<file path="src/rtl/ccoc_pkg.sv">
// Purpose: Shared constants for the clock channel output configuration block.
// Assumes: Registers are 32-bit words on Avalon-MM; byte address is four times the register index.
// Notes:   Field layouts of the channel words are placed low in the word, upper bits read as zero.
//
// Overview of operation
// Delay lags divider output, 150 ps steps.
// Delayed path adds fixed 300 ps.
// Four-bit code k gives k times 150 ps.
// Per-pin CMOS state: inverted, normal, low, off.
// Swing bit: clear 800 mVpp, set 1000 mVpp.
// Source mux: bypass, divided, delayed, both.
// Delay referenced to divider output path.
// Reserved words 5, 6, 8, 9 stay untouched.
// Soft reset restores all words, self-clears.
// Unused soft reset bit written as zero.
// Wait bit set: tune waits for lock.
// Wait bit clear: tune after counter write.
// Clearing wait bit never blocks first loop lock.
// Five identical channel words, zero to four.
// Divided path gives twice code; zero invalid.
// A channel write touches only that channel.

package ccoc_pkg;

	// ----------------------------------------------------------------
	// Register indices
	// ----------------------------------------------------------------
	localparam int unsigned NUM_CH       = 5;
	localparam int unsigned NUM_REG      = 16;
	localparam logic [4:0]  IDX_CH0      = 5'h00;
	localparam logic [4:0]  IDX_RSV_A    = 5'h05;
	localparam logic [4:0]  IDX_RSV_B    = 5'h06;
	localparam logic [4:0]  IDX_SOFT_RST = 5'h07;
	localparam logic [4:0]  IDX_RSV_C    = 5'h08;
	localparam logic [4:0]  IDX_RSV_D    = 5'h09;
	localparam logic [4:0]  IDX_TUNE_CTL = 5'h0a;
	localparam logic [4:0]  IDX_FB_CNT   = 5'h0f;
	localparam logic [4:0]  IDX_STATUS   = 5'h10;

	// ----------------------------------------------------------------
	// Field positions
	// ----------------------------------------------------------------
	localparam int unsigned DIV_LSB    = 0;
	localparam int unsigned DIV_W      = 8;
	localparam int unsigned DLY_LSB    = 8;
	localparam int unsigned DLY_W      = 4;
	localparam int unsigned MUX_LSB    = 12;
	localparam int unsigned A_ST_LSB   = 14;
	localparam int unsigned B_ST_LSB   = 16;
	localparam int unsigned PECL_BIT   = 18;
	localparam int unsigned SRST_BIT   = 0;
	localparam int unsigned WAIT_BIT   = 0;
	localparam int unsigned FB_W       = 18;
	localparam int unsigned ST_LOCK    = 0;
	localparam int unsigned ST_PEND    = 1;
	localparam int unsigned ST_INV_LSB = 2;

	// ----------------------------------------------------------------
	// Writable masks and reset values
	// ----------------------------------------------------------------
	localparam logic [31:0] CH_MASK   = 32'h0007ffff;
	localparam logic [31:0] RSV_MASK  = 32'hffffffff;
	localparam logic [31:0] TUNE_MASK = 32'h00000001;
	localparam logic [31:0] FB_MASK   = 32'h0003ffff;
	localparam logic [31:0] CH_RST    = 32'h00000001;
	localparam logic [31:0] RSV_RST   = 32'h00000000;
	localparam logic [31:0] TUNE_RST  = 32'h00000000;
	localparam logic [31:0] FB_RST    = 32'h00000001;

	// ----------------------------------------------------------------
	// Delay figures in picoseconds
	// ----------------------------------------------------------------
	localparam int unsigned PS_W       = 12;
	localparam logic [11:0] STEP_PS    = 12'h096;
	localparam logic [11:0] FIXED_PS   = 12'h12c;
	localparam logic [11:0] MAX_DLY_PS = 12'h8ca;

	// ----------------------------------------------------------------
	// Encodings
	// ----------------------------------------------------------------
	typedef enum logic [1:0] {
		SRC_BYPASS  = 2'b00,
		SRC_DIVIDED = 2'b01,
		SRC_DELAYED = 2'b10,
		SRC_DIV_DLY = 2'b11
	} ccoc_src_t;

	typedef enum logic [1:0] {
		PIN_INVERTED = 2'b00,
		PIN_NORMAL   = 2'b01,
		PIN_LOW      = 2'b10,
		PIN_OFF      = 2'b11
	} ccoc_pin_t;

	typedef enum logic [1:0] {
		TUNE_IDLE = 2'b00,
		TUNE_WAIT = 2'b01
	} ccoc_tune_t;

endpackage

</file>
<file path="src/rtl/ccoc_chan_if.sv">
// Purpose: Carries one channel's settings into its decoder and the decoded controls back.
// Assumes: One instance per channel.
// Notes:   No clocking block; the decoder registers its results.
`timescale 1ns/10ps
`default_nettype none

interface ccoc_chan_if;
	logic [7:0]  div_code;
	logic [3:0]  delay_code;
	logic [1:0]  source_sel;
	logic [1:0]  pin_a_state;
	logic [1:0]  pin_b_state;
	logic [11:0] delay_ps;
	logic [8:0]  total_div;
	logic        div_invalid;
	logic [1:0]  pin_oe;
	logic [1:0]  pin_inv;
	logic [1:0]  pin_low;

	modport cfg  (output div_code, delay_code, source_sel, pin_a_state, pin_b_state,
	              input delay_ps, total_div, div_invalid, pin_oe, pin_inv, pin_low);
	modport chan (input div_code, delay_code, source_sel, pin_a_state, pin_b_state,
	              output delay_ps, total_div, div_invalid, pin_oe, pin_inv, pin_low);
endinterface

`default_nettype wire

</file>
<file path="src/rtl/ccoc_channel.sv">
// Purpose: Decodes one channel's settings into delay, divide and pin controls.
// Assumes: Settings come from flops on the same clock.
// Notes:   Results appear one clock after a settings change.
`timescale 1ns/10ps
`default_nettype none

module ccoc_channel (
	input  wire logic clk_i,
	input  wire logic rst_n_i,
	ccoc_chan_if.chan ch
);

	logic [11:0] delay_ps_r,    delay_ps_nxt;
	logic [8:0]  total_div_r,   total_div_nxt;
	logic        div_invalid_r, div_invalid_nxt;
	logic [1:0]  pin_oe_r,      pin_oe_nxt;
	logic [1:0]  pin_inv_r,     pin_inv_nxt;
	logic [1:0]  pin_low_r,     pin_low_nxt;

	// Returns output enable, invert and force-low for one pin state code.
	function automatic logic [2:0] pin_decode(input logic [1:0] st);
		logic [2:0] r;
		r = 3'h0;
		unique case (st)
			ccoc_pkg::PIN_INVERTED: r = 3'h3;
			ccoc_pkg::PIN_NORMAL:   r = 3'h1;
			ccoc_pkg::PIN_LOW:      r = 3'h5;
			ccoc_pkg::PIN_OFF:      r = 3'h0;
		endcase
		return r;
	endfunction

	// ----------------------------------------------------------------
	// Decode
	// ----------------------------------------------------------------

	// The delay stage sits after the divider, so its lag counts from the divider output.
	always_comb begin
		logic [2:0] a;
		logic [2:0] b;
		a = pin_decode(ch.pin_a_state);
		b = pin_decode(ch.pin_b_state);
		delay_ps_nxt = 12'h000;
		if (ch.source_sel[1]) begin
			delay_ps_nxt = ccoc_pkg::FIXED_PS + ({8'h00, ch.delay_code} * ccoc_pkg::STEP_PS);
		end
		total_div_nxt   = ch.source_sel[0] ? {ch.div_code, 1'b0} : 9'h001;
		div_invalid_nxt = ch.source_sel[0] && (ch.div_code == 8'h00);
		pin_oe_nxt      = {b[0], a[0]};
		pin_inv_nxt     = {b[1], a[1]};
		pin_low_nxt     = {b[2], a[2]};
	end

	// Holds the decoded controls.
	always_ff @(posedge clk_i or negedge rst_n_i) begin
		if (!rst_n_i) begin
			delay_ps_r    <= 12'h000;
			total_div_r   <= 9'h001;
			div_invalid_r <= 1'b0;
			pin_oe_r      <= 2'h0;
			pin_inv_r     <= 2'h0;
			pin_low_r     <= 2'h0;
		end else begin
			delay_ps_r    <= delay_ps_nxt;
			total_div_r   <= total_div_nxt;
			div_invalid_r <= div_invalid_nxt;
			pin_oe_r      <= pin_oe_nxt;
			pin_inv_r     <= pin_inv_nxt;
			pin_low_r     <= pin_low_nxt;
		end
	end

	assign ch.delay_ps    = delay_ps_r;
	assign ch.total_div   = total_div_r;
	assign ch.div_invalid = div_invalid_r;
	assign ch.pin_oe      = pin_oe_r;
	assign ch.pin_inv     = pin_inv_r;
	assign ch.pin_low     = pin_low_r;

endmodule

`default_nettype wire

</file>
<file path="src/rtl/ccoc_top.sv">
// Purpose: Register bank for five clock output channels and the VCO tuning trigger.
// Assumes: Avalon-MM slave, byte addresses, 32-bit words; lock input is asynchronous.
// Notes:   Every request waits one cycle, then waitrequest drops for one cycle.
`timescale 1ns/10ps
`default_nettype none

module ccoc_top (
	input  wire logic        REF_CLK_I,
	input  wire logic        RESETN_I,
	input  wire logic [6:0]  AVS_ADDRESS_I,
	input  wire logic        AVS_READ_I,
	input  wire logic        AVS_WRITE_I,
	input  wire logic [31:0] AVS_WRITEDATA_I,
	input  wire logic [3:0]  AVS_BYTEENABLE_I,
	output logic      [31:0] AVS_READDATA_O,
	output logic             AVS_WAITREQUEST_O,
	input  wire logic        PLL1_LOCK_I,
	output logic      [39:0] CH_DIVIDE_CODE_O,
	output logic      [19:0] CH_DELAY_CODE_O,
	output logic      [9:0]  CH_SOURCE_SEL_O,
	output logic      [4:0]  PECL_SWING_SELECT_O,
	output logic      [59:0] CH_DELAY_PS_O,
	output logic      [44:0] CH_TOTAL_DIV_O,
	output logic      [9:0]  CMOS_PIN_OE_O,
	output logic      [9:0]  CMOS_PIN_INV_O,
	output logic      [9:0]  CMOS_PIN_LOW_O,
	output logic      [17:0] FB_COUNTER_O,
	output logic             TUNE_START_O
);

	// ----------------------------------------------------------------
	// Register storage and helpers
	// ----------------------------------------------------------------

	logic [31:0] reg_r   [0:15];
	logic [31:0] reg_nxt [0:15];
	logic        wait_r,  wait_nxt;
	logic [31:0] rdata_r, rdata_nxt;
	logic        sync1_r, sync2_r, sync3_r;
	logic        lock_r,  lock_nxt;
	ccoc_pkg::ccoc_tune_t tune_r, tune_nxt;
	logic        pulse_r, pulse_nxt;
	logic [4:0]  idx;
	logic        accept;
	logic        wr_acc;
	logic        soft_rst;
	logic        fb_write;
	logic [31:0] be_mask;
	logic [4:0]  div_inv;
	logic [31:0] status;

	// Writable bits of each word; unmapped and write-only words give zero.
	function automatic logic [31:0] fld_mask(input logic [4:0] i);
		logic [31:0] m;
		m = 32'h0;
		if (i < 5'(ccoc_pkg::NUM_CH)) begin
			m = ccoc_pkg::CH_MASK;
		end else if (i == ccoc_pkg::IDX_RSV_A || i == ccoc_pkg::IDX_RSV_B ||
		             i == ccoc_pkg::IDX_RSV_C || i == ccoc_pkg::IDX_RSV_D) begin
			m = ccoc_pkg::RSV_MASK;
		end else if (i == ccoc_pkg::IDX_TUNE_CTL) begin
			m = ccoc_pkg::TUNE_MASK;
		end else if (i == ccoc_pkg::IDX_FB_CNT) begin
			m = ccoc_pkg::FB_MASK;
		end
		return m;
	endfunction

	// Power-on value of each word.
	function automatic logic [31:0] rst_val(input logic [4:0] i);
		logic [31:0] v;
		v = 32'h0;
		if (i < 5'(ccoc_pkg::NUM_CH)) begin
			v = ccoc_pkg::CH_RST;
		end else if (i == ccoc_pkg::IDX_TUNE_CTL) begin
			v = ccoc_pkg::TUNE_RST;
		end else if (i == ccoc_pkg::IDX_FB_CNT) begin
			v = ccoc_pkg::FB_RST;
		end else if (fld_mask(i) != 32'h0) begin
			v = ccoc_pkg::RSV_RST;
		end
		return v;
	endfunction

	// ----------------------------------------------------------------
	// Bus decode
	// ----------------------------------------------------------------

	// A request is taken only in the cycle its waitrequest is low.
	always_comb begin
		idx      = AVS_ADDRESS_I[6:2];
		accept   = (AVS_READ_I || AVS_WRITE_I) && !wait_r;
		wr_acc   = accept && AVS_WRITE_I;
		be_mask  = {{8{AVS_BYTEENABLE_I[3]}}, {8{AVS_BYTEENABLE_I[2]}},
		            {8{AVS_BYTEENABLE_I[1]}}, {8{AVS_BYTEENABLE_I[0]}}};
		soft_rst = wr_acc && (idx == ccoc_pkg::IDX_SOFT_RST) && AVS_BYTEENABLE_I[0] &&
		           AVS_WRITEDATA_I[ccoc_pkg::SRST_BIT];
		fb_write = wr_acc && (idx == ccoc_pkg::IDX_FB_CNT) &&
		           ((be_mask & ccoc_pkg::FB_MASK) != 32'h0);
	end

	// Status word: lock, tune pending and per-channel invalid divide.
	always_comb begin
		status = 32'h0;
		status[ccoc_pkg::ST_LOCK] = lock_r;
		status[ccoc_pkg::ST_PEND] = (tune_r == ccoc_pkg::TUNE_WAIT);
		status[ccoc_pkg::ST_INV_LSB +: 5] = div_inv;
	end

	// Waitrequest drops for one cycle after each fresh request; read data is
	// latched at the same edge so it stands while waitrequest is low.
	always_comb begin
		wait_nxt  = !((AVS_READ_I || AVS_WRITE_I) && wait_r);
		rdata_nxt = rdata_r;
		if (AVS_READ_I && wait_r) begin
			if (idx == ccoc_pkg::IDX_STATUS) begin
				rdata_nxt = status;
			end else if (idx < 5'(ccoc_pkg::NUM_REG)) begin
				rdata_nxt = reg_r[idx[3:0]] & fld_mask(idx);
			end else begin
				rdata_nxt = 32'h0;
			end
		end
	end

	always_ff @(posedge REF_CLK_I or negedge RESETN_I) begin
		if (!RESETN_I) begin
			wait_r  <= 1'b1;
			rdata_r <= 32'h0;
		end else begin
			wait_r  <= wait_nxt;
			rdata_r <= rdata_nxt;
		end
	end

	// ----------------------------------------------------------------
	// Register file
	// ----------------------------------------------------------------

	// Only the addressed word changes, so a channel write leaves the others alone.
	// The soft reset bit is not stored, which is how it clears itself.
	always_comb begin
		for (int i = 0; i < ccoc_pkg::NUM_REG; i++) begin
			reg_nxt[i] = reg_r[i];
			if (soft_rst) begin
				reg_nxt[i] = rst_val(5'(i));
			end else if (wr_acc && idx == 5'(i)) begin
				reg_nxt[i] = (reg_r[i] & ~(fld_mask(idx) & be_mask)) |
				             (AVS_WRITEDATA_I & fld_mask(idx) & be_mask);
			end
		end
	end

	always_ff @(posedge REF_CLK_I or negedge RESETN_I) begin
		if (!RESETN_I) begin
			for (int i = 0; i < ccoc_pkg::NUM_REG; i++) begin
				reg_r[i] <= rst_val(5'(i));
			end
		end else begin
			for (int i = 0; i < ccoc_pkg::NUM_REG; i++) begin
				reg_r[i] <= reg_nxt[i];
			end
		end
	end

	// ----------------------------------------------------------------
	// Lock input synchroniser
	// ----------------------------------------------------------------

	// The lock level is only observed, never gated, so the first loop keeps
	// locking on its own whatever the wait bit holds.
	always_comb begin
		lock_nxt = (sync2_r == sync3_r) ? sync3_r : lock_r;
	end

	always_ff @(posedge REF_CLK_I or negedge RESETN_I) begin
		if (!RESETN_I) begin
			sync1_r <= 1'b0;
			sync2_r <= 1'b0;
			sync3_r <= 1'b0;
			lock_r  <= 1'b0;
		end else begin
			sync1_r <= PLL1_LOCK_I;
			sync2_r <= sync1_r;
			sync3_r <= sync2_r;
			lock_r  <= lock_nxt;
		end
	end

	// ----------------------------------------------------------------
	// VCO tuning trigger
	// ----------------------------------------------------------------

	// A feedback counter write either fires at once or parks until lock.
	// Clearing the wait bit while parked releases the trigger.
	always_comb begin
		tune_nxt  = tune_r;
		pulse_nxt = 1'b0;
		unique case (tune_r)
			ccoc_pkg::TUNE_IDLE: begin
				if (fb_write) begin
					if (reg_r[ccoc_pkg::IDX_TUNE_CTL[3:0]][ccoc_pkg::WAIT_BIT]) begin
						tune_nxt = ccoc_pkg::TUNE_WAIT;
					end else begin
						pulse_nxt = 1'b1;
					end
				end
			end
			ccoc_pkg::TUNE_WAIT: begin
				if (lock_r || !reg_r[ccoc_pkg::IDX_TUNE_CTL[3:0]][ccoc_pkg::WAIT_BIT]) begin
					tune_nxt  = ccoc_pkg::TUNE_IDLE;
					pulse_nxt = 1'b1;
				end
			end
			default: begin
				tune_nxt = ccoc_pkg::TUNE_IDLE;
			end
		endcase
		if (soft_rst) begin
			tune_nxt  = ccoc_pkg::TUNE_IDLE;
			pulse_nxt = 1'b0;
		end
	end

	always_ff @(posedge REF_CLK_I or negedge RESETN_I) begin
		if (!RESETN_I) begin
			tune_r  <= ccoc_pkg::TUNE_IDLE;
			pulse_r <= 1'b0;
		end else begin
			tune_r  <= tune_nxt;
			pulse_r <= pulse_nxt;
		end
	end

	// ----------------------------------------------------------------
	// Channels
	// ----------------------------------------------------------------

	// Each channel word feeds its own decoder; raw fields leave straight from storage.
	for (genvar g = 0; g < ccoc_pkg::NUM_CH; g++) begin : g_ch
		ccoc_chan_if ch_if ();

		assign ch_if.div_code    = reg_r[g][ccoc_pkg::DIV_LSB +: 8];
		assign ch_if.delay_code  = reg_r[g][ccoc_pkg::DLY_LSB +: 4];
		assign ch_if.source_sel  = reg_r[g][ccoc_pkg::MUX_LSB +: 2];
		assign ch_if.pin_a_state = reg_r[g][ccoc_pkg::A_ST_LSB +: 2];
		assign ch_if.pin_b_state = reg_r[g][ccoc_pkg::B_ST_LSB +: 2];

		ccoc_channel u_ch (
			.clk_i   (REF_CLK_I),
			.rst_n_i (RESETN_I),
			.ch      (ch_if.chan)
		);

		assign CH_DIVIDE_CODE_O[g*8 +: 8]  = reg_r[g][ccoc_pkg::DIV_LSB +: 8];
		assign CH_DELAY_CODE_O[g*4 +: 4]   = reg_r[g][ccoc_pkg::DLY_LSB +: 4];
		assign CH_SOURCE_SEL_O[g*2 +: 2]   = reg_r[g][ccoc_pkg::MUX_LSB +: 2];
		assign PECL_SWING_SELECT_O[g]      = reg_r[g][ccoc_pkg::PECL_BIT];
		assign CH_DELAY_PS_O[g*12 +: 12]   = ch_if.delay_ps;
		assign CH_TOTAL_DIV_O[g*9 +: 9]    = ch_if.total_div;
		assign CMOS_PIN_OE_O[g*2 +: 2]     = ch_if.pin_oe;
		assign CMOS_PIN_INV_O[g*2 +: 2]    = ch_if.pin_inv;
		assign CMOS_PIN_LOW_O[g*2 +: 2]    = ch_if.pin_low;
		assign div_inv[g]                  = ch_if.div_invalid;
	end

	// ----------------------------------------------------------------
	// Remaining outputs
	// ----------------------------------------------------------------

	assign AVS_READDATA_O    = rdata_r;
	assign AVS_WAITREQUEST_O = wait_r;
	assign FB_COUNTER_O      = reg_r[ccoc_pkg::IDX_FB_CNT[3:0]][17:0];
	assign TUNE_START_O      = pulse_r;

endmodule

`default_nettype wire

</file>
<file path="config.mk">
export PLATFORM = sky130hd
export DESIGN_NAME = ccoc_top
export DESIGN_NICKNAME = d
export VERILOG_FILES = /design/src/rtl/ccoc_pkg.sv /design/src/rtl/ccoc_chan_if.sv /design/src/rtl/ccoc_channel.sv /design/src/rtl/ccoc_top.sv
export SDC_FILE = /design/constraint.sdc
export NUM_CORES = 1
export LEC_CHECK = 0
export ABC_AREA = 0
export ABC_CLOCK_PERIOD_IN_PS = 4100
export BUFFER_PORTS_ARGS = -buffer_cell sky130_fd_sc_hd__buf_2
export CAP_MARGIN = 20
export CORE_MARGIN = 2
export CORE_UTILIZATION = 35
export CTS_CLUSTER_SIZE = 24
export DETAILED_ROUTE_END_ITERATION = 10
export GPL_TIMING_DRIVEN = 1
export PLACE_DENSITY = 0.54
export SYNTH_ARGS = -nofsm -noshare
export SYNTH_HDL_FRONTEND = slang
export SYNTH_SLANG_ARGS = --single-unit
</file>
<file path="constraint.sdc">
create_clock -name REF_CLK_I -period 4.1 [get_ports REF_CLK_I]
set_clock_uncertainty 0.15 [all_clocks]
set_input_delay 0.41 -clock REF_CLK_I [delete_from_list [all_inputs] [get_ports REF_CLK_I]]
set_output_delay 0.41 -clock REF_CLK_I [all_outputs]
set_load 0.005 [all_outputs]
</file>
# [Word-level counts from Yosys, hierarchy flattened]
# Index checks and enable logic that the tools add are counted.
[word_totals] ff_bits=692 in_bits=48 out_inout_bits=262 wordCells=393
[classes] addsub=5 mul=5 magnitude_cmp=3 n_eq_ne=51 n_mux=106 bitwise_logic=98 reduce_logical=71
[op_table] cell="2-to-1 mux 32 bit" count=73
[op_table] cell="AND 32 bit" count=65
[op_table] cell="inverter 32 bit" count=16
[op_table] cell="bitwise OR 32 bit" count=16
[op_table] cell="binary-select mux 32 bit (select 4 bit)" count=1
[op_table] cell="case mux 3 bit (4 select lines)" count=10
[op_table] cell="adder 9 x 12 -> 12 bit (first input constant)" count=5
[op_table] cell="2-to-1 mux 12 bit" count=5
[op_table] cell="multiplier 4 x 7 -> 11 bit (second input constant)" count=5
[op_table] cell="2-to-1 mux 9 bit" count=5
[op_table] cell="== test 2 bit (second input constant)" count=20
[op_table] cell="== test 5 x 4 -> 1 bit (second input constant)" count=8
[op_table] cell="logical NOT 8 bit" count=5
[op_table] cell="2-to-1 mux 18 bit" count=2
[op_table] cell="nonzero test 2 bit" count=16
[op_table] cell="nonzero test 32 bit" count=1
[op_table] cell="logical AND 1 bit" count=28
[op_table] cell="== test 2 x 1 -> 1 bit (second input constant)" count=11
[op_table] cell="logical NOT 2 bit" count=11
[op_table] cell="== test 5 x 3 -> 1 bit (second input constant)" count=4
[op_table] cell="== test 5 x 2 -> 1 bit (second input constant)" count=2
[op_table] cell="2-to-1 mux 2 bit" count=4
[op_table] cell="inequality test 3 bit (second input constant)" count=2
[op_table] cell="== test 5 x 1 -> 1 bit (second input constant)" count=1
[op_table] cell="14 further kinds" count=23

# [Depth between registers and ports, before layout]
# Gate-level depths: netlist of the first run.
[depth] word_depth=14 mapped_depth=11 mapped_depth_nobuf=11

# [Hierarchy]
# From an unflattened synthesis of the first run, not the netlist that was laid out.
[hier_totals] cells_unflattened=2257 area_unflattened_um2=27840.5
[modules_own_cells] mod="ccoc_top" n_inst=1 cells_each=1561 area_per_inst_um2=20567.2 seq_area_each_um2=11394.7
[modules_own_cells] mod="ccoc_channel (g_ch[0].u_ch ...)" n_inst=3 cells_each=146 area_per_inst_um2=1497.7 seq_area_each_um2=676.9
[modules_own_cells] mod="ccoc_channel (g_ch[3].u_ch ...)" n_inst=2 cells_each=129 area_per_inst_um2=1390.1 seq_area_each_um2=676.9

# [Least setup slack after synthesis of the first run]
# No wires, ideal clock.
[synth_timing] path_type="register to register" startpoint="register reg_r, in the netlist CH_DELAY_CODE_O[2]" endpoint="register g_ch[0].u_ch.delay_ps_r[10]" setup_ps=119 arrival_time_ps=2750 required_ps=3831 setup_slack_ps=1081 stages_incl_launch_ff=12 n_path_buf=0 period_less_slack_ps=3019 cell_sequence="dfrtp_1 ha_1 inv_1 fa_1 inv_1 ha_1 and3_1 o21a_1 nor4b_1 o21ai_0 xor2_1 and2_1"
[synth_between] elab_chain_cells=3
[synth_rtl] item="start, declared" line_no="ccoc_top.sv:35" source="logic [31:0] reg_r [0:15];"
[synth_rtl] item="start signal, assigned by index" line_no="ccoc_top.sv:157" source="reg_r[i] <= rst_val(5'(i));"
[synth_rtl] item="start signal, assigned by index" line_no="ccoc_top.sv:161" source="reg_r[i] <= reg_nxt[i];"
[synth_rtl] item="multiplier 4 x 7 -> 11 bit" line_no="ccoc_channel.sv:45" source="delay_ps_nxt = ccoc_pkg::FIXED_PS + ({8'h00, ch.delay_code} * ccoc_pkg::STEP_PS);"
[synth_rtl] item="adder 9 x 12 -> 12 bit" line_no="ccoc_channel.sv:45"
[synth_rtl] item="2-to-1 mux 12 bit" line_no="ccoc_channel.sv:44" source="if (ch.source_sel[1]) begin"
[synth_rtl] item="net g_ch[0].u_ch.delay_ps_nxt[10]" line_no="ccoc_channel.sv:13" source="logic [11:0] delay_ps_r, delay_ps_nxt;"
[synth_rtl] item="end signal, assigned" line_no="ccoc_channel.sv:64" source="delay_ps_r <= delay_ps_nxt;"
[synth_rtl] item="end, declared" line_no="ccoc_channel.sv:13"
# The timed path passes the listed nets, and every way through them passes these cells.
# A chain may end at the register's enable or synchronous reset.

# [Final worst setup path of the first run]
# Same ends and word-level chain as after synthesis.

==> flow_summary.toml, run 1 <==
[status]
status = "finished, final reports clean"

[floorplanning]
initial_core_util_pct = 35.4
die_x_um = 303
die_h_um = 303
io_pins = 310
num_rows = 109
coreArea_um2 = 88600
dieArea_um2 = 92000

[critical_path]
slowest_delay_ns = 0.50
critPathSlowestCell = "dfrtp_1"
cp_cell_sequence = "ha_1, inv_1, fa_1, inv_1, ha_1, and3_1, o21a_1, nor4b_1, o21ai_0, xor2_1, and2_1"
arrival_ns = 3.68
criticalPathCategory = "flop to flop"
cp-start-kind = "flop"
worst_setup_path_end_kind = "flop"
cp.required_ns = 4.48
crit_fanout = 10

[timing]
drv_slew = 0
final.min_clock_period_ns = 3.30
fmax_ghz = 0.303
setup_viol = 0
finalCritPeriodShare_pct = 80.6
timing.hold.ws_ns = 0.0190
finalSetupTns_ns = 0
grt_setup_unrepaired = "no"
tightestPinTransition_ns = 1.04
hold_viol_final = 0
slew_headroom_pct = 28.7

[global_route]
grt_util_all_layers_pct = 18.6
met3_usage_pct = 3.17
grt_pass1_vias = 21900
grt_max_degree = 151
grt_pass1_wl_um = 132000
grtUsageMet2_pct = 31.0
overflow = 0
antenna_found_initial = 5
busiest_layer = "met2"
grt.met1_usage_pct = 24.8

[routing]
vias_per_cell = 5.05
drc = 0
wl_um = 85400
drt_iter0_drc = 1516
dr.pass1.iters = 5
wl_per_cell_um = 20.4
final_antenna_net_count = 0
vias = 21100

[yosys]
yosysUniqueCellTypes = 65
ys.flop_type = "dfrtp_1"
ys.warnings.count = 0
post_synth.cell_area_avg_um2 = 11.4
netlist_top_cells_count = "669 x dfrtp_1, 479 x nand2_1, 308 x and2_1, 214 x o21ai_0, 156 x mux4_2"
synth_most_common_cell = "dfrtp_1"
synth_seq_area_share_pct = 54.4
netlist_area_um2 = 31400
syn_inst = 2742
async_flop_share_pct = 100
synth_area_leaders = "dfrtp_1 53%, mux4_2 11%, and2_1 6.1%"
netlist.area_leader.share_pct = 53.4
synth-seq-cells = 681
synth_top_area_cell = "dfrtp_1"
synth_edf_count = 0

[power]
pwr_density_cell_nw_per_um2 = 422
peakVddDrop_uv = 354
switching_share_pct = 24.9
power_frac_seq_pct = 46.3
clock_power_share_pct = 44.3
netSwitchingPower_w = 0.00381
p_int_w = 0.0115
power.leakage_nw = 17.2
comb_power_share_pct = 9.4

[final_layout]
syn2layout_area_growth_pct = 15.5
diodes = 0
nNetsFinal = 3080
layout-drive-gt1-share_pct = 22.2

[clocking]
clock_tree.htree_level_count = 3
clock_sinks = 681
root_buffer = "clkbuf_16"
cts_made_buffers = 76
cts_tree = "yes"
clk_latency_ns = 0.64
clk_pin_slew_ns = 0.06
cts_buffer_depth = 3

[place]
place.port_buffers = 302
hpwl_um = 57900
place_congestion = 0.825

[run]
drv_cap = 0

[hold_path]
min_path_type = "input pin to flop"
[placed cells by master, fill, tap and decap left out, types with 11 or more instances in the layout]
cell type      instances
buf_12                11
a21oi_1               23
o21ai_1               41
clkbuf_1              23
dlygate4sd3_1         32
clkinv_2              15
clkbuf_8              13
and2_1               308
nor2b_1               59
xnor2_1               37
nor2_1                59
nand3_1               36
clkbuf_16             77
mux4_2               156
clkinv_1              22
o21ai_0              214
buf_2                299
o31ai_1               15
dfrtp_1              669
ha_1                  70
nor2_2                15
a22o_1                23
dfstp_2               12
inv_1                 66
nand2_1              478
buf_4                 39
[timing repair]
action | in CTS | in global routing
buffers inserted | 0 | 0
gates resized for setup | 0 | 0
hold buffers | 32 | 0
hold endpoints to repair | 188 | 0
[metrics by stage]
stage	setup slack, ns	std cells	instance area [um2]	util, %	total power, W
after floorplan	1.08	2746	31400	-	0.00806
after global placement	0.783	4012	33400	37.7	0.00859
after detailed placement	0.788	4012	33400	37.7	0.00862
after CTS	0.790	4183	36200	40.9	0.0155
after global routing	0.615	4183	36200	40.9	0.0160
final	0.797	4183	36200	40.9	0.0153
[path summary, 6_finish.rpt]
kind                            cells past startpoint                start                      endpoint  slack [ns]
worst max register to register                     11   CH_DELAY_CODE_O[2]  g_ch[0].u_ch.ch.delay_ps[10]        0.80
min in group asynchronous                           2             RESETN_I           CH_DELAY_CODE_O[13]        0.20
worst min-delay path                                3  AVS_WRITEDATA_I[16]  g_ch[0].ch_if.pin_b_state[0]        0.02
worst max-delay path                               11   CH_DELAY_CODE_O[2]  g_ch[0].u_ch.ch.delay_ps[10]        0.80
max in group asynchronous                           4             RESETN_I    g_ch[0].u_ch.ch.pin_low[1]        2.36
worst min register to register                      0              sync1_r                       sync2_r        0.17
[area by class of cell]
cell class | instances | area, um2
clock buffer | 112 | 2180
clock inverter | 27 | 317
multi-input combinational | 1726 | 12500
sequential | 681 | 17100
fill | 8383 | 52400
tap | 1165 | 1460
timing repair buffer | 384 | 2370
inverter | 88 | 330
[layer usage]
layer	routed length [um]	up-vias
met5	27	-
li1	-	9614
met4	2400	4
met3	4600	152
met2	41700	618
met1	36700	10700
[cell families after synthesis]
| group | Yosys count | synth area share (%) |
|---|---|---|
| DFF | 681 | 54.4 |
| adders and majority gates | 76 | 3.14 |
| buffers and inverters | 339 | 5.76 |
| muxes | 165 | 11.5 |
| other | 1 | 0.0120 |
| AOI/OAI and AO/OA | 390 | 7.26 |
| xor gates and xnor gates | 46 | 1.28 |
| and+or+nand+nor | 1044 | 16.7 |
[registers in the layout (all words and copies together) (netlist names), 5 cells and up]
register / count
AVS_READDATA_O: 32
CH_DELAY_CODE_O: 20
CH_DIVIDE_CODE_O: 40
CH_SOURCE_SEL_O: 10
FB_COUNTER_O: 18
PECL_SWING_SELECT_O: 5
g_ch.ch_if.pin_a_state: 10
g_ch.ch_if.pin_b_state: 10
g_ch.u_ch.ch.delay_ps: 55
g_ch.u_ch.ch.div_invalid: 5
g_ch.u_ch.ch.pin_inv: 10
g_ch.u_ch.ch.pin_low: 10
g_ch.u_ch.ch.pin_oe: 10
g_ch.u_ch.ch.total_div: 45
reg_r: 394
[worst max-delay path, delay by kind of cell, from the launching register on]
family                   cells  cell delay [ns]
adder cells (fa/ha/maj)      3             1.04
AND/OR/NAND/NOR              3             0.85
flip-flops                   1             0.50
AO/OA/AOI/OAI                2             0.40
XOR/XNOR                     1             0.16
buffers and inverters        2             0.10
[power groups by stage]
| stage | combinational [W] | sequential [W] | clock [W] |
|---|---|---|---|
| 6_report | 0.00143 | 0.00708 | 0.00677 |
| 5_1_grt | 0.00161 | 0.00710 | 0.00725 |
| 4_1_cts | 0.00146 | 0.00708 | 0.00695 |
| 3_5_place_dp | 0.00142 | 0.00720 | 0 |
| 3_3_place_gp | 0.00139 | 0.00719 | 0 |
| 2_1_floorplan | 0.000927 | 0.00714 | 0 |
Note: power is estimated with default switching activity, not from simulation.
==> run 2, diff against run 1 <==
--- a/config.mk
+++ b/config.mk
@@ -6,7 +6,7 @@
 export NUM_CORES = 1
 export LEC_CHECK = 0
 export ABC_AREA = 0
-export ABC_CLOCK_PERIOD_IN_PS = 4100
+export ABC_CLOCK_PERIOD_IN_PS = 3200
 export BUFFER_PORTS_ARGS = -buffer_cell sky130_fd_sc_hd__buf_2
 export CAP_MARGIN = 20
 export CORE_MARGIN = 2
==> constraint.sdc (replaced) <==
create_clock -name REF_CLK_I -period 3.2 [get_ports REF_CLK_I]
set_clock_uncertainty 0.15 [all_clocks]
set_input_delay 0.32 -clock REF_CLK_I [delete_from_list [all_inputs] [get_ports REF_CLK_I]]
set_output_delay 0.32 -clock REF_CLK_I [all_outputs]
set_load 0.005 [all_outputs]
==> run 2 against run 1 <==
Compared with the run above: clock-buffer cell count grew 3; wire length grew 0.30%; first-iteration DRC count shrank 5.3%; cell count grew 1.1%; final area grew 1.6%; critical path depth shrank 1; clock power grew 34%; global-route usage grew 0.10 points; largest power group unchanged.
==> flow_summary.toml, run 2 (same netlist as run 1, synthesis figures left out) <==
[floorplanning]
initial_core_util_pct = 35.4
dieArea_um2 = 92000
die_x_um = 303
num_rows = 109
coreArea_um2 = 88600
die_h_um = 303
io_pins = 310

[clocking]
clock_tree.htree_level_count = 3
clk_latency_ns = 0.65
root_buffer = "clkbuf_16"
post_cts_buffers = 0
cts_made_buffers = 78
cts_buffer_depth = 3
clock_sinks = 681
clk_pin_slew_ns = 0.06
cts_tree = "yes"

[critical_path]
crit_fanout = 4
worstRegToRegCells = 10
cp.required_ns = 3.62
critPathSlowestCell = "dfrtp_1"
slowest_delay_ns = 0.39
arrival_ns = 3.43
worst_setup_path_end_kind = "flop"
critPathMostFrequentCell = "ha_1"
cp-start-kind = "flop"
cp_cell_sequence = "buf_4, ha_1, ha_1, ha_1, and3b_1, o22ai_1, o31ai_1, xor2_1, nor3b_1, mux2i_1"
cp_num_cells = 10
crit_family = "adder cells"
criticalPathCategory = "flop to flop"
critPathBufInv = 1

[final_layout]
diodes = 0
final_common_cell = "dfrtp_1"
syn2layout_area_growth_pct = 17.4
largest_register_ffs = 394
nNetsFinal = 3126
max_flop_register = "reg_r"
regArea_um2 = 17100
fillers = 8355
multi_input_area_um2 = 12600
fin_cells = 4228
mostFrequentLayoutCells = "667 x dfrtp_1, 478 x nand2_1, 308 x and2_1"
layout-drive-gt1-share_pct = 23.4
finalInstanceArea_um2 = 36800

[place]
hpwl_um = 58700
place_congestion = 0.822
place.port_buffers = 302
place_inst = 4051
placed_cell_area_um2 = 33800

[power]
pwr_density_cell_nw_per_um2 = 544
peakVddDrop_uv = 392
power.leakage_nw = 17.5

[status]
status = "finished, final reports clean"

[timing]
grt_setup_unrepaired = "yes"
tightestPinTransition_ns = 1.08
setup_viol = 0
finalCritPeriodShare_pct = 94.0
drv_slew = 0
hold_viol_final = 0
final.min_clock_period_ns = 3.01
fmax_ghz = 0.332
slew_headroom_pct = 27.6

[global_route]
grt_pass1_wl_um = 133000
overflow = 0
antenna_found_initial = 4
grt_pass1_vias = 21900
grt_util_all_layers_pct = 18.7
grt_max_degree = 144

[routing]
dr.pass1.iters = 7
vias_per_cell = 5.05
final_antenna_net_count = 0
drt_iter0_drc = 1436
wl_per_cell_um = 20.3
vias = 21300
wl_um = 85700
drc = 0

[hold_path]
min_path_cells = 4
min_path_type = "input pin to flop"

[run]
drv_cap = 0
## run 2: final timing paths
| check | slack, ns | end | from |
|---|---|---|---|
| min reg2reg | 0.20 | sync2_r | sync1_r |
| max | 0.19 | g_ch[2].u_ch.ch.delay_ps[11] | CH_DELAY_CODE_O[11] |
| min in group asynchronous | 0.13 | g_ch[3].u_ch.ch.delay_ps[8] | RESETN_I |
| min | 0.07 | TUNE_START_O | AVS_BYTEENABLE_I[1] |
| max in group asynchronous | 1.74 | reg_r[351] | RESETN_I |
| max reg2reg | 0.19 | g_ch[2].u_ch.ch.delay_ps[11] | CH_DELAY_CODE_O[11] |
## run 2: final cells by class
| class | instances | area share, % |
|---|---|---|
| multi-input cells | 1726 | 34.1 |
| clock inverters | 25 | 1.12 |
| inverters | 88 | 0.897 |
| repair buffers | 428 | 7.57 |
| well taps | 1165 | 3.96 |
| clock buffers | 115 | 6.03 |
| flip-flops and latches | 681 | 46.3 |
## run 2: layer usage
layer | part of all wire (%) | vias to the layer above | GRT usage (%) | routed length (um)
li1 | - | 9719 | - | -
met2 | 48 | 615 | 30.6 | 41400
met4 | 2.3 | 4 | 5.00 | 2010
met1 | 43 | 10900 | 25.6 | 37200
met5 | 0.026 | - | 0 | 22
met3 | 5.8 | 147 | 3.68 | 4970
## run 2: through the flow
stage | setup WS [ns] | hold WS, ns | util [%] | power [W] | TNS, ns
2_1_floorplan | 0.181 | -0.126 | - | 0.0103 | 0
4_1_cts | 0.102 | 0.0475 | 41.5 | 0.0203 | 0
3_3_place_gp | 0.167 | 0.192 | 38.1 | 0.0111 | 0
3_5_place_dp | 0.127 | 0.196 | 38.1 | 0.0111 | 0
6_report | 0.191 | 0.0652 | 41.5 | 0.0200 | 0
5_1_grt | -0.00447 | 0.0530 | 41.5 | 0.0209 | -0.00447
## run 2: worst reg2reg max path: cells and delay by family (launching register included)
kind / cells / cell delay [ns]
flip-flops: 1 / 0.39
adder cells (fa/ha/maj): 3 / 0.91
multiplexers: 1 / 0.21
AND/OR/NAND/NOR: 2 / 0.46
XOR/XNOR: 1 / 0.24
AO/OA/AOI/OAI: 2 / 0.39
buffers and inverters: 1 / 0.16
## run 2: repair_timing
action / CTS / global route
endpoints found under the setup margin: 0 / 6
resized for setup: 0 / 12
hold endpoints to repair: 276 / 0
hold buffers: 37 / 0
## run 2: power by group
part	total (W)	switching, W	internal (W)	leakage, nW
registers	0.00905	0.000194	0.00885	9.25
clock network	0.00905	0.00376	0.00529	1.28
logic	0.00194	0.00111	0.000834	6.98
